[config.mk]
export PLATFORM = sky130hd
export DESIGN_NAME = dll_lock_ctrl_flat
export DESIGN_NICKNAME = d
export VERILOG_FILES = /design/src/design/dll_lock_pkg.sv /design/src/design/dll_lock_if.sv /design/src/design/dll_lock_ctrl.sv /design/src/flat_wrapper.sv
export SDC_FILE = /design/constraint.sdc
export NUM_CORES = 1
export LEC_CHECK = 0
export BUFFER_PORTS_ARGS = -buffer_cell sky130_fd_sc_hd__buf_2
export CAP_MARGIN = 10
export CORE_UTILIZATION = 35
export DETAILED_ROUTE_END_ITERATION = 16
export PLACE_DENSITY = 0.48
export SYNTH_ARGS = -nofsm -noshare
export SYNTH_HDL_FRONTEND = slang
export SYNTH_SLANG_ARGS = --single-unit
[constraint.sdc]
create_clock -name clk_i -period 5 [get_ports clk_i]
set_input_delay 0.25 -clock clk_i [delete_from_list [all_inputs] [get_ports clk_i]]
set_output_delay 0.25 -clock clk_i [all_outputs]
set_load 0.1 [all_outputs]
[src/design/dll_lock_pkg.sv]
// Shared constants for the power-up and clock-lock sequencing pair.
// Assumes both ends run on one 125 MHz clock that stands for the main input clock.
package dll_lock_pkg;
	localparam int unsigned LOCK_CYCLES     = 1024;
	localparam int unsigned CNT_W           = 11;
	localparam int unsigned CLK_MHZ         = 125;
	localparam int unsigned DLL_MIN_MHZ     = 120;
	localparam logic        DLL_DIS_RESET   = 1'b0;
endpackage : dll_lock_pkg

[src/design/dll_lock_if.sv]
// Link between the memory controller end and the memory device end.
// Assumes a single clock shared by both ends, supplied by the testbench.
`timescale 1ns/1ps
interface dll_lock_if;
	logic dll_disable_n;
	logic clk_stable;
	modport ctrl (output dll_disable_n, output clk_stable);
	modport dev  (input dll_disable_n, input clk_stable);
endinterface : dll_lock_if

[src/design/dll_lock_ctrl.sv]
// Controller end: holds the DLL-disable pin low until power and clock are good, then counts
// the lock interval before letting accesses through.
// Assumes power_good_i and clk_good_i are synchronous to clk_i.
`timescale 1ns/1ps
// Notes on behaviour
// - Hold disable pin low during power-up
// - Release pin only after power, clock stable
// - Give 1024 stable cycles after release
// - Device locks after 1024 stable cycles
// - Device DLL references main input clock
// - No DLL use below 120 MHz
// - Clock instability needs 1024 cycles relock
module dll_lock_ctrl #(
	parameter int unsigned LOCK_CYCLES = dll_lock_pkg::LOCK_CYCLES,
	parameter int unsigned CLK_MHZ     = dll_lock_pkg::CLK_MHZ
) (
	// Clock and reset
	input  wire logic clk_i,
	input  wire logic sys_rst_i,
	// System status
	input  wire logic power_good_i,
	input  wire logic clk_good_i,
	// User side
	output logic      lock_ready_o,
	output logic      relocking_o,
	// Link
	dll_lock_if.ctrl  link
);
	initial begin
		if (LOCK_CYCLES < 1 || LOCK_CYCLES >= (1 << dll_lock_pkg::CNT_W))
			$error("LOCK_CYCLES out of range");
		if (CLK_MHZ < dll_lock_pkg::DLL_MIN_MHZ)
			$error("clock below DLL minimum");
	end

	typedef enum logic [2:0] {
		ST_OFF  = 3'b001,
		ST_LOCK = 3'b010,
		ST_RUN  = 3'b100
	} ctrl_state_t;

	ctrl_state_t                       state;
	ctrl_state_t                       next_state;
	logic [dll_lock_pkg::CNT_W-1:0]    cnt;
	logic [dll_lock_pkg::CNT_W-1:0]    next_cnt;
	logic                              dis_n;
	logic                              next_dis_n;
	logic                              ready;
	logic                              next_ready;
	logic                              stable;
	logic                              next_stable;

	localparam logic [dll_lock_pkg::CNT_W-1:0] LAST = dll_lock_pkg::CNT_W'(LOCK_CYCLES - 1);

	always_comb begin
		next_state  = state;
		next_cnt    = cnt;
		next_dis_n  = dis_n;
		next_ready  = 1'b0;
		next_stable = clk_good_i;
		unique case (state)
			ST_OFF: begin
				next_dis_n = dll_lock_pkg::DLL_DIS_RESET;
				next_cnt   = '0;
				if (power_good_i && clk_good_i) begin
					next_dis_n = 1'b1;
					next_state = ST_LOCK;
				end
			end
			ST_LOCK: begin
				// A glitch restarts the interval, so a wrong-frequency lock is never trusted.
				if (!power_good_i) begin
					next_state = ST_OFF;
					next_dis_n = 1'b0;
				end else if (!clk_good_i) begin
					next_cnt = '0;
				end else if (cnt == LAST) begin
					next_state = ST_RUN;
					next_ready = 1'b1;
				end else begin
					next_cnt = cnt + 1'b1;
				end
			end
			ST_RUN: begin
				next_ready = 1'b1;
				if (!power_good_i) begin
					next_state = ST_OFF;
					next_dis_n = 1'b0;
					next_ready = 1'b0;
				end else if (!clk_good_i) begin
					next_state = ST_LOCK;
					next_cnt   = '0;
					next_ready = 1'b0;
				end
			end
		endcase
	end

	always_ff @(posedge clk_i or posedge sys_rst_i) begin
		if (sys_rst_i) begin
			state  <= ST_OFF;
			cnt    <= '0;
			dis_n  <= 1'b0;
			ready  <= 1'b0;
			stable <= 1'b0;
		end else begin
			state  <= next_state;
			cnt    <= next_cnt;
			dis_n  <= next_dis_n;
			ready  <= next_ready;
			stable <= next_stable;
		end
	end

	assign link.dll_disable_n = dis_n;
	assign link.clk_stable    = stable;
	assign lock_ready_o       = ready;
	assign relocking_o        = (state == ST_LOCK);
endmodule : dll_lock_ctrl

[src/flat_wrapper.sv]
// flat-port wrapper written by rule: the top's interface ports become plain ports
module dll_lock_ctrl_flat 
#(
	parameter int unsigned LOCK_CYCLES = dll_lock_pkg::LOCK_CYCLES,
	parameter int unsigned CLK_MHZ     = dll_lock_pkg::CLK_MHZ
)
  (clk_i, sys_rst_i, power_good_i, clk_good_i, lock_ready_o, relocking_o, link_dll_disable_n, link_clk_stable);
  dll_lock_if link_i ();
  input  wire logic clk_i;
  input  wire logic sys_rst_i;
  input  wire logic power_good_i;
  input  wire logic clk_good_i;
  output logic lock_ready_o;
  output logic relocking_o;
  output wire logic [$bits(link_i.dll_disable_n)-1:0] link_dll_disable_n;
  output wire logic [$bits(link_i.clk_stable)-1:0] link_clk_stable;
  assign link_dll_disable_n = link_i.dll_disable_n;
  assign link_clk_stable = link_i.clk_stable;
  dll_lock_ctrl #(.LOCK_CYCLES(LOCK_CYCLES), .CLK_MHZ(CLK_MHZ)) u_core (.clk_i(clk_i), .sys_rst_i(sys_rst_i), .power_good_i(power_good_i), .clk_good_i(clk_good_i), .lock_ready_o(lock_ready_o), .relocking_o(relocking_o), .link(link_i));
endmodule
==> results of run 1 <==
==> flip-flops by register name, indices dropped and copies added (netlist names) <==
| name | cells |
|---|---|
| u_core.cnt | 11 |
| u_core.state | 3 |
| u_core.link.clk_stable | 1 |
| u_core.link.dll_disable_n | 1 |
| u_core.lock_ready_o | 1 |
==> kinds of logic (layout without fill, tap and decap cells) <==
| group | Yosys count | in the layout | share of synthesized area |
|---|---|---|---|
| buffers and inverters | 11 | 16 | 0.0537 |
| AOI/OAI and AO/OA | 31 | 31 | 0.228 |
| xor gates and xnor gates | 1 | 1 | 0.00916 |
| muxes | 1 | 1 | 0.0118 |
| DFF | 17 | 17 | 0.446 |
| and+or+nand+nor | 40 | 40 | 0.238 |
| adders and majority gates | 1 | 1 | 0.0131 |
==> how the worst min path moves through the flow <==
stage,start,end,slack (ps),cells after the start
6_report,sys_rst_i,u_core.link.clk_stable,20,2
5_1_grt,sys_rst_i,u_core.link.clk_stable,100,2
4_1_cts,sys_rst_i,u_core.link.clk_stable,60,2
3_5_place_dp,sys_rst_i,u_core.cnt[10],380,2
3_3_place_gp,sys_rst_i,u_core.cnt[8],380,2
2_1_floorplan,sys_rst_i,u_core.cnt[0],180,1
==> per-stage QoR <==
stage                util  setup WS, ps  power [mW]
finish              0.407          2720       0.451
global route        0.407          2550       0.481
CTS                 0.407          2710       0.457
detailed placement  0.396          2740       0.379
global placement    0.396          2750       0.381
floorplan               -          2900       0.350
==> final cells by class <==
| cell class | instances | area (µm²) |
|---|---|---|
| Clock buffer | 4 | 26.3 |
| Fill cell | 254 | 1500 |
| Inverter | 4 | 15.0 |
| Multi-Input combinational cell | 74 | 478 |
| Sequential cell | 17 | 427 |
| Tap cell | 30 | 37.5 |
| Timing Repair Buffer | 8 | 42.5 |
==> power by group through the flow <==
stage / Clock, mW / Combinational (mW) / Sequential [mW]
after floorplan: 0 / 0.158 / 0.192
after detailed placement: 0 / 0.193 / 0.187
after global routing: 0.0837 / 0.208 / 0.189
after CTS: 0.0796 / 0.193 / 0.184
after global placement: 0 / 0.195 / 0.187
final: 0.0753 / 0.192 / 0.184
==> critical path, stage by stage, from the launching register on <==
cell and delay, ps:
sky130_fd_sc_hd__dfrtp_1 410, sky130_fd_sc_hd__nand3_1 290, sky130_fd_sc_hd__or4_1 800, sky130_fd_sc_hd__and3_1 350, sky130_fd_sc_hd__a221o_1 310
==> Yosys cell counts, drive strengths merged, types with 2 or more instances <==
cell type	count
nor4	2
clkbuf	4
o211ai	9
nand2b	4
nand2	6
a21oi	3
o21ai	8
nor2b	2
and3	4
inv	4
nand4	2
a22o	5
buf	3
nand3	5
nor2	3
nor3	5
dfrtp	16
==> routing by layer <==
layer  share of wire  up-vias  GRT usage
met5               0        -          0
met4           0.011        0     0.0769
met3           0.022        2     0.0250
met2            0.43        9      0.220
met1            0.54      388      0.217
li1                -      398          -
==> summary.log, run 1 <==
[clocking] clk buf depth 2
[grt] residual overflow from global routing 0
[timing] number of pins with negative max-slew slack in the final report 0
[timing] final hold slack 18.5 ps
[drt] total wire length 1900 µm
[setup_path] cell depth of the worst flop-to-flop path 4
[setup_path] type of element capturing the critical path register
[setup_path] beginning of the worst register-to-register path u_core.cnt[3]
[grt] pin count of the biggest net entering global routing 18
[timing] Slew headroom 0.578
[timing] Slew @ Worst Pin 632 ps
[drt] number of DRC violations after detailed routing 0
[power_and_ir_drop] standby leakage power 0.419 nW
[synthesis] number of instances in the synthesized netlist 102
[synthesis] average size of a mapped cell 9.37 µm²
[floorplan] io pins 8
[grt] number of global-route vias before repair 698
[floorplan] die span in y 54.3 µm
[synthesis] number of flops mapped to enable cells by yosys 0
[synthesis] total standard cell area after synthesis 956 µm²
[synthesis] most area-consuming cells after synthesis sky130_fd_sc_hd__dfrtp_1, sky130_fd_sc_hd__o211ai_1, sky130_fd_sc_hd__a22o_1, sky130_fd_sc_hd__o21ai_0, sky130_fd_sc_hd__dfstp_2
[setup_path] Register-to-Register Setup Slack 2720 ps
[power_and_ir_drop] worst ir drop on vdd 0.414 mV
[setup_path] Critical Path Start u_core.cnt[3]
[timing] Final setup viols 0
[finish] most frequent cells in the layout sky130_fd_sc_hd__dfrtp_1, sky130_fd_sc_hd__o211ai_1, sky130_fd_sc_hd__o21ai_0, sky130_fd_sc_hd__buf_2, sky130_fd_sc_hd__nand2_1
[floorplan] effective utilization at floorplan 0.379
[clocking] clock tree from TritonCTS yes
[clocking] CTS Root Buffer Type sky130_fd_sc_hd__clkbuf_4
[drt] first drt pass iteration count 4
[place] sum of net half-perimeters after detailed placement 1350 µm
[finish] layout net count 113
[finish] Layout Area Growth over Synthesis 7.33%
[timing] final hold violations 0
[clocking] total of hold buffers inserted after clock tree synthesis 0
[floorplan] die area 2940 µm²
[setup_path] Req. time, crit path 5180 ps
[worst_hold_path] Tightest Hold Check Type in -> async
[synthesis] register bit total from synthesis 17
[finish] ratio of cells with drive above 1 in the final layout 0.121
[synthesis] Synthesized Nets 107
[setup_path] reg-to-reg endpoint u_core.cnt[9]
[floorplan] die width 54.3 µm
[drt] final antenna-violating net count 0
[place] buffers added on ports 7
[drt] Avg Vias per Cell 5.82
[timing] Final Cycle Share 0.456
[setup_path] Critical Setup Path Class reg -> reg
[place] instance area after placement 1000 µm²
[flow_run] Max Cap Viol 0
[floorplan] cell row count 18
[timing] timing-limited maximum frequency 0.438 GHz
[synthesis] post-synthesis async set-or-reset flop share 1.00
[place] number of placed cells counting well taps 133
[clocking] buffers inserted by post-CTS timing repair 0
[clocking] cts bufs inserted 3
[finish] count of inserted antenna diode cells 0
[synthesis] number of synthesis warnings 0
[finish] most common cell after layout, fill and taps aside sky130_fd_sc_hd__dfrtp_1
[clocking] number of clock sinks seen by CTS 17
[drt] number of vias in the routed layout 797
[drt] number of DRC markers after the initial detailed-route iteration 8
[grt] first-pass GRT wire length 3150 µm
[grt] overall routing resource usage 0.152
[drt] post-detailed-route wirelength per cell 13.8 µm
[setup_path] Max Fanout on Critical Path 12
[power_and_ir_drop] sequential share of power 0.408
[power_and_ir_drop] part of the total power dissipated in the clock network 0.167
[synthesis] fraction of synthesized cell area taken by the top area cell type 0.419
[floorplan] Core Region 2520 µm²
[clocking] clock-pin transition on the worst setup and hold timing paths 110 ps
[power_and_ir_drop] net switching power 0.205 mW
[setup_path] end of the critical path u_core.cnt[9]
[grt] number of antenna violations at the first check in global routing 0
[finish] finished layout cell area 1030 µm²
[synthesis] register area share after synthesis 0.446
[setup_path] Arr. time, crit path 2460 ps
[place] placer's final routability congestion estimate 0.777
[synthesis] Unique masters post-synth 36
[synthesis] largest area contributor in the netlist sky130_fd_sc_hd__dfrtp_1
[setup_path] nature of the critical path startpoint register
[timing] Setup Total Neg Slack 0 ps
[power_and_ir_drop] fraction of power spent switching nets 0.453
[clocking] source-to-sink clock delay at the later pin of the worst-skew pair 290 ps
[timing] unrepaired setup endpoints after global routing false
[timing] Clock Skew 7.29 ps
[power_and_ir_drop] Power Density 440 nW/µm²
[synthesis] Top FF cell, synth sky130_fd_sc_hd__dfrtp_1
[finish] Layout Cells excl Fill 137
[power_and_ir_drop] cell-internal power 0.247 mW
[clocking] Clock H-tree levels 1
[timing] Final Critical Period 2280 ps
[clocking] post-cts sizing count 0
[run_status] run status finished, final reports clean
[power_and_ir_drop] combinational share of power 0.425
Note: power is estimated with default switching activity, not from simulation.
==> inputs of run 2 (changes only) <==
ABC_AREA = 1   (was not set)
PLACE_DENSITY = 0.5   (was 0.48)
clock period = 1.92 ns   (was 5 ns; I/O delays follow)
==> run 2 against run 1 <==
Compared with the run above: clock power rose to 2.5 times the previous value; via count grew 3.1%; die area rose by 2.5%; synthesized cell count grew 19%; worst hold slack improved by 92 ps; largest cell class unchanged; combinational power rose by 140%.
==> summary.log, run 2 <==
[run_status] run status finished, final reports clean [unchanged]
[timing] unrepaired setup endpoints after global routing false [unchanged]
[timing] timing-limited maximum frequency 0.628 GHz [was 0.438 GHz]
[clocking] CTS Root Buffer Type sky130_fd_sc_hd__clkbuf_4 [unchanged]
[timing] Setup Total Neg Slack 0 ps [unchanged]
[power_and_ir_drop] total power 1.10 mW [was 0.451 mW]
[power_and_ir_drop] worst ir drop on vdd 0.609 mV [was 0.414 mV]
[timing] worst setup slack after layout 327 ps [was 2720 ps]
[floorplan] die area 3020 µm² [was 2940 µm²]
[drt] final antenna-violating net count 0 [unchanged]
[timing] Slew headroom 0.552 [was 0.578]
[synthesis] largest area contributor in the netlist sky130_fd_sc_hd__dfrtp_1 [unchanged]
[drt] number of vias in the routed layout 822 [was 797]
[finish] most frequent cells in the layout sky130_fd_sc_hd__nand2_1, sky130_fd_sc_hd__nand3_1, sky130_fd_sc_hd__dfrtp_1, sky130_fd_sc_hd__inv_1, sky130_fd_sc_hd__nor2_1 [was sky130_fd_sc_hd__dfrtp_1, sky130_fd_sc_hd__o211ai_1, sky130_fd_sc_hd__o21ai_0, sky130_fd_sc_hd__buf_2, sky130_fd_sc_hd__nand2_1]
[grt] number of antenna violations at the first check in global routing 0 [unchanged]
[timing] Slew @ Worst Pin 671 ps [was 632 ps]
[drt] number of DRC markers after the initial detailed-route iteration 29 [was 8]
[timing] final hold violations 0 [unchanged]
[synthesis] register area share after synthesis 0.435 [was 0.446]
[clocking] clk buf depth 2 [unchanged]
[power_and_ir_drop] Power Density 1010 nW/µm² [was 440 nW/µm²]
[synthesis] number of synthesis warnings 0 [unchanged]
[timing] Final Critical Period 1590 ps [was 2280 ps]
[place] buffers added on ports 7 [unchanged]
[timing] Final Cycle Share 0.830 [was 0.456]
[clocking] Clock H-tree levels 1 [unchanged]
[floorplan] die span in y 54.9 µm [was 54.3 µm]
[setup_path] Arr. time, crit path 1770 ps [was 2460 ps]
[drt] total wire length 1920 µm [was 1900 µm]
[place] instance area after placement 1040 µm² [was 1000 µm²]
[setup_path] type of element capturing the critical path register [unchanged]
[synthesis] number of flops mapped to enable cells by yosys 0 [unchanged]
[finish] count of inserted antenna diode cells 0 [unchanged]
[finish] Largest register FFs 11 [unchanged]
[clocking] post-cts sizing count 0 [unchanged]
[clocking] source-to-sink clock delay at the later pin of the worst-skew pair 290 ps [about the same]
[finish] finished layout cell area 1090 µm² [was 1030 µm²]
[timing] Final setup viols 0 [unchanged]
[finish] Most flops, register u_core.cnt [unchanged]
[synthesis] average size of a mapped cell 8.11 µm² [was 9.37 µm²]
[clocking] cts bufs inserted 3 [unchanged]
[clocking] clock-pin transition on the worst setup and hold timing paths 100 ps [was 110 ps]
[floorplan] Core Region 2570 µm² [was 2520 µm²]
[drt] Avg Vias per Cell 5.04 [was 5.82]
[finish] layout net count 139 [was 113]
[worst_hold_path] number of cells on the worst hold path 3
[synthesis] post-synthesis async set-or-reset flop share 1.00 [unchanged]
[timing] number of pins with negative max-slew slack in the final report 0 [unchanged]
[place] number of placed cells counting well taps 157 [was 133]
[clocking] number of clock sinks seen by CTS 17 [unchanged]
[synthesis] fraction of synthesized cell area taken by the top area cell type 0.408 [was 0.419]
[worst_hold_path] worst min-delay path startpoint power_good_i
[grt] overall routing resource usage 0.161 [was 0.152]
[setup_path] beginning of the worst register-to-register path u_core.cnt[0] [was u_core.cnt[3]]
[finish] most common cell after layout, fill and taps aside sky130_fd_sc_hd__nand2_1 [was sky130_fd_sc_hd__dfrtp_1]
[synthesis] register bit total from synthesis 17 [unchanged]
[synthesis] most area-consuming cells after synthesis sky130_fd_sc_hd__dfrtp_1, sky130_fd_sc_hd__nand2_1, sky130_fd_sc_hd__nand3_1, sky130_fd_sc_hd__inv_1, sky130_fd_sc_hd__o21ai_2 [was sky130_fd_sc_hd__dfrtp_1, sky130_fd_sc_hd__o211ai_1, sky130_fd_sc_hd__a22o_1, sky130_fd_sc_hd__o21ai_0, sky130_fd_sc_hd__dfstp_2]
[timing] final hold slack 110 ps [was 18.5 ps]
[floorplan] effective utilization at floorplan 0.382 [was 0.379]
[setup_path] Max Fanout on Critical Path 18 [was 12]
[finish] utilization after layout 0.423 [was 0.407]
[drt] post-detailed-route wirelength per cell 11.8 µm [was 13.8 µm]
[flow_run] Max Cap Viol 0 [unchanged]
[setup_path] Req. time, crit path 2090 ps [was 5180 ps]
[synthesis] most common cell in the synthesized netlist sky130_fd_sc_hd__nand2_1 [was sky130_fd_sc_hd__dfrtp_1]
[finish] ratio of cells with drive above 1 in the final layout 0.211 [was 0.121]
[setup_path] Critical Setup Path Class reg -> reg [unchanged]
[worst_hold_path] Tightest Hold Check Type in -> reg [was in -> async]
[setup_path] reg-to-reg endpoint u_core.cnt[7] [was u_core.cnt[9]]
[setup_path] nature of the critical path startpoint register [unchanged]
[grt] residual overflow from global routing 0 [unchanged]
[finish] Layout Cells excl Fill 163 [was 137]
[floorplan] io pins 8 [unchanged]
[synthesis] number of instances in the synthesized netlist 121 [was 102]
[finish] Largest regs u_core.cnt x11, u_core.state x3 [unchanged]
[drt] first drt pass iteration count 4 [unchanged]
[synthesis] total standard cell area after synthesis 981 µm² [was 956 µm²]
[grt] number of global-route vias before repair 760 [was 698]
[place] placer's final routability congestion estimate 0.811 [was 0.777]
[place] pre-CTS worst setup slack 339 ps [was 2740 ps]
[floorplan] die width 54.9 µm [was 54.3 µm]
[grt] pin count of the biggest net entering global routing 19 [was 18]
[drt] number of DRC violations after detailed routing 0 [unchanged]
[grt] first-pass GRT wire length 3390 µm [was 3150 µm]
[synthesis] Top FF cell, synth sky130_fd_sc_hd__dfrtp_1 [unchanged]
[finish] Layout Area Growth over Synthesis 10.8% [was 7.33%]
[setup_path] cell depth of the worst flop-to-flop path 6 [was 4]
[synthesis] list of most frequent post-synthesis cells sky130_fd_sc_hd__nand2_1, sky130_fd_sc_hd__dfrtp_1, sky130_fd_sc_hd__nand3_1 [was sky130_fd_sc_hd__dfrtp_1, sky130_fd_sc_hd__o211ai_1, sky130_fd_sc_hd__o21ai_0]
[floorplan] cell row count 18 [unchanged]
[clocking] clock tree from TritonCTS yes [unchanged]
[worst_hold_path] capture endpoint of the worst hold path u_core.link.dll_disable_n
[synthesis] Unique masters post-synth 25 [was 36]
[timing] Clock Skew 3.15 ps [was 7.29 ps]
[power_and_ir_drop] standby leakage power 0.498 nW [was 0.419 nW]
[synthesis] Synthesized Nets 126 [was 107]
[place] sum of net half-perimeters after detailed placement 1430 µm [was 1350 µm]
[setup_path] Register-to-Register Setup Slack 330 ps [was 2720 ps]
-- run 2: changes by cell type after synthesis, moves of 5 or more --
cell,change
sky130_fd_sc_hd__inv_1,+9
sky130_fd_sc_hd__nand2_1,+25
sky130_fd_sc_hd__o211ai_1,-7
sky130_fd_sc_hd__nor2_1,+5
sky130_fd_sc_hd__nand3_1,+11
sky130_fd_sc_hd__nor3_1,-5
sky130_fd_sc_hd__a22o_1,-5
-- run 2: critical path, stage by stage (launching register included) --
cell and delay [ps]:
sky130_fd_sc_hd__dfrtp_1 400, sky130_fd_sc_hd__ha_1 230, sky130_fd_sc_hd__nand3_1 140, sky130_fd_sc_hd__nor2_4 210, sky130_fd_sc_hd__nand4_4 150, sky130_fd_sc_hd__nand2_4 220
sky130_fd_sc_hd__o21ai_0 130
-- run 2: how the worst max path moves through the flow --
stage / from / endpoint
after floorplan: u_core.state[2] / u_core.state[1]
after global placement: u_core.cnt[0] / u_core.cnt[8]
after detailed placement: u_core.cnt[0] / u_core.cnt[7]
after CTS: u_core.cnt[0] / u_core.cnt[4]
after global routing: u_core.cnt[0] / u_core.cnt[4]
final: u_core.cnt[0] / u_core.cnt[7]
-- run 2: where the power goes --
group          switching [mW]  internal, mW  leakage, nW
sequential             0.0387         0.408        0.227
clock                   0.111        0.0808       0.0150
combinational           0.354         0.106        0.256
-- run 2: area by class of cell --
type	instances	area, µm²
Timing Repair Buffer	10	62.6
Sequential cell	17	427
Multi-Input combinational cell	88	482
Clock buffer	4	26.3
Tap cell	30	37.5
Inverter	14	52.6
Fill cell	271	1480
-- run 2: kinds of logic (layout without fill, tap and decap cells) --
family / after synthesis / after routing / share of synthesized area
buf+inv: 16 / 28 / 0.0740
xor+xnor: 1 / 1 / 0.00893
compound gates: 20 / 20 / 0.133
fa+ha+maj: 1 / 1 / 0.0128
simple gates: 66 / 66 / 0.337
flops: 17 / 17 / 0.435
-- run 2: timing repair --
item                                    4_1_cts  5_1_grt
hold buffers                                  2        0
endpoints found under the setup margin        0        0
hold endpoints to repair                     17        0
setup buffers                                 0        0
-- run 2: routing by layer --
| layer | share of wire | wire (µm) | GRT usage |
|---|---|---|---|
| met1 | 0.51 | 970 | 0.223 |
| met2 | 0.44 | 843 | 0.245 |
| met3 | 0.047 | 91 | 0.0574 |
| met4 | 0.0063 | 12 | 0.0250 |
| met5 | 0 | 0 | 0 |
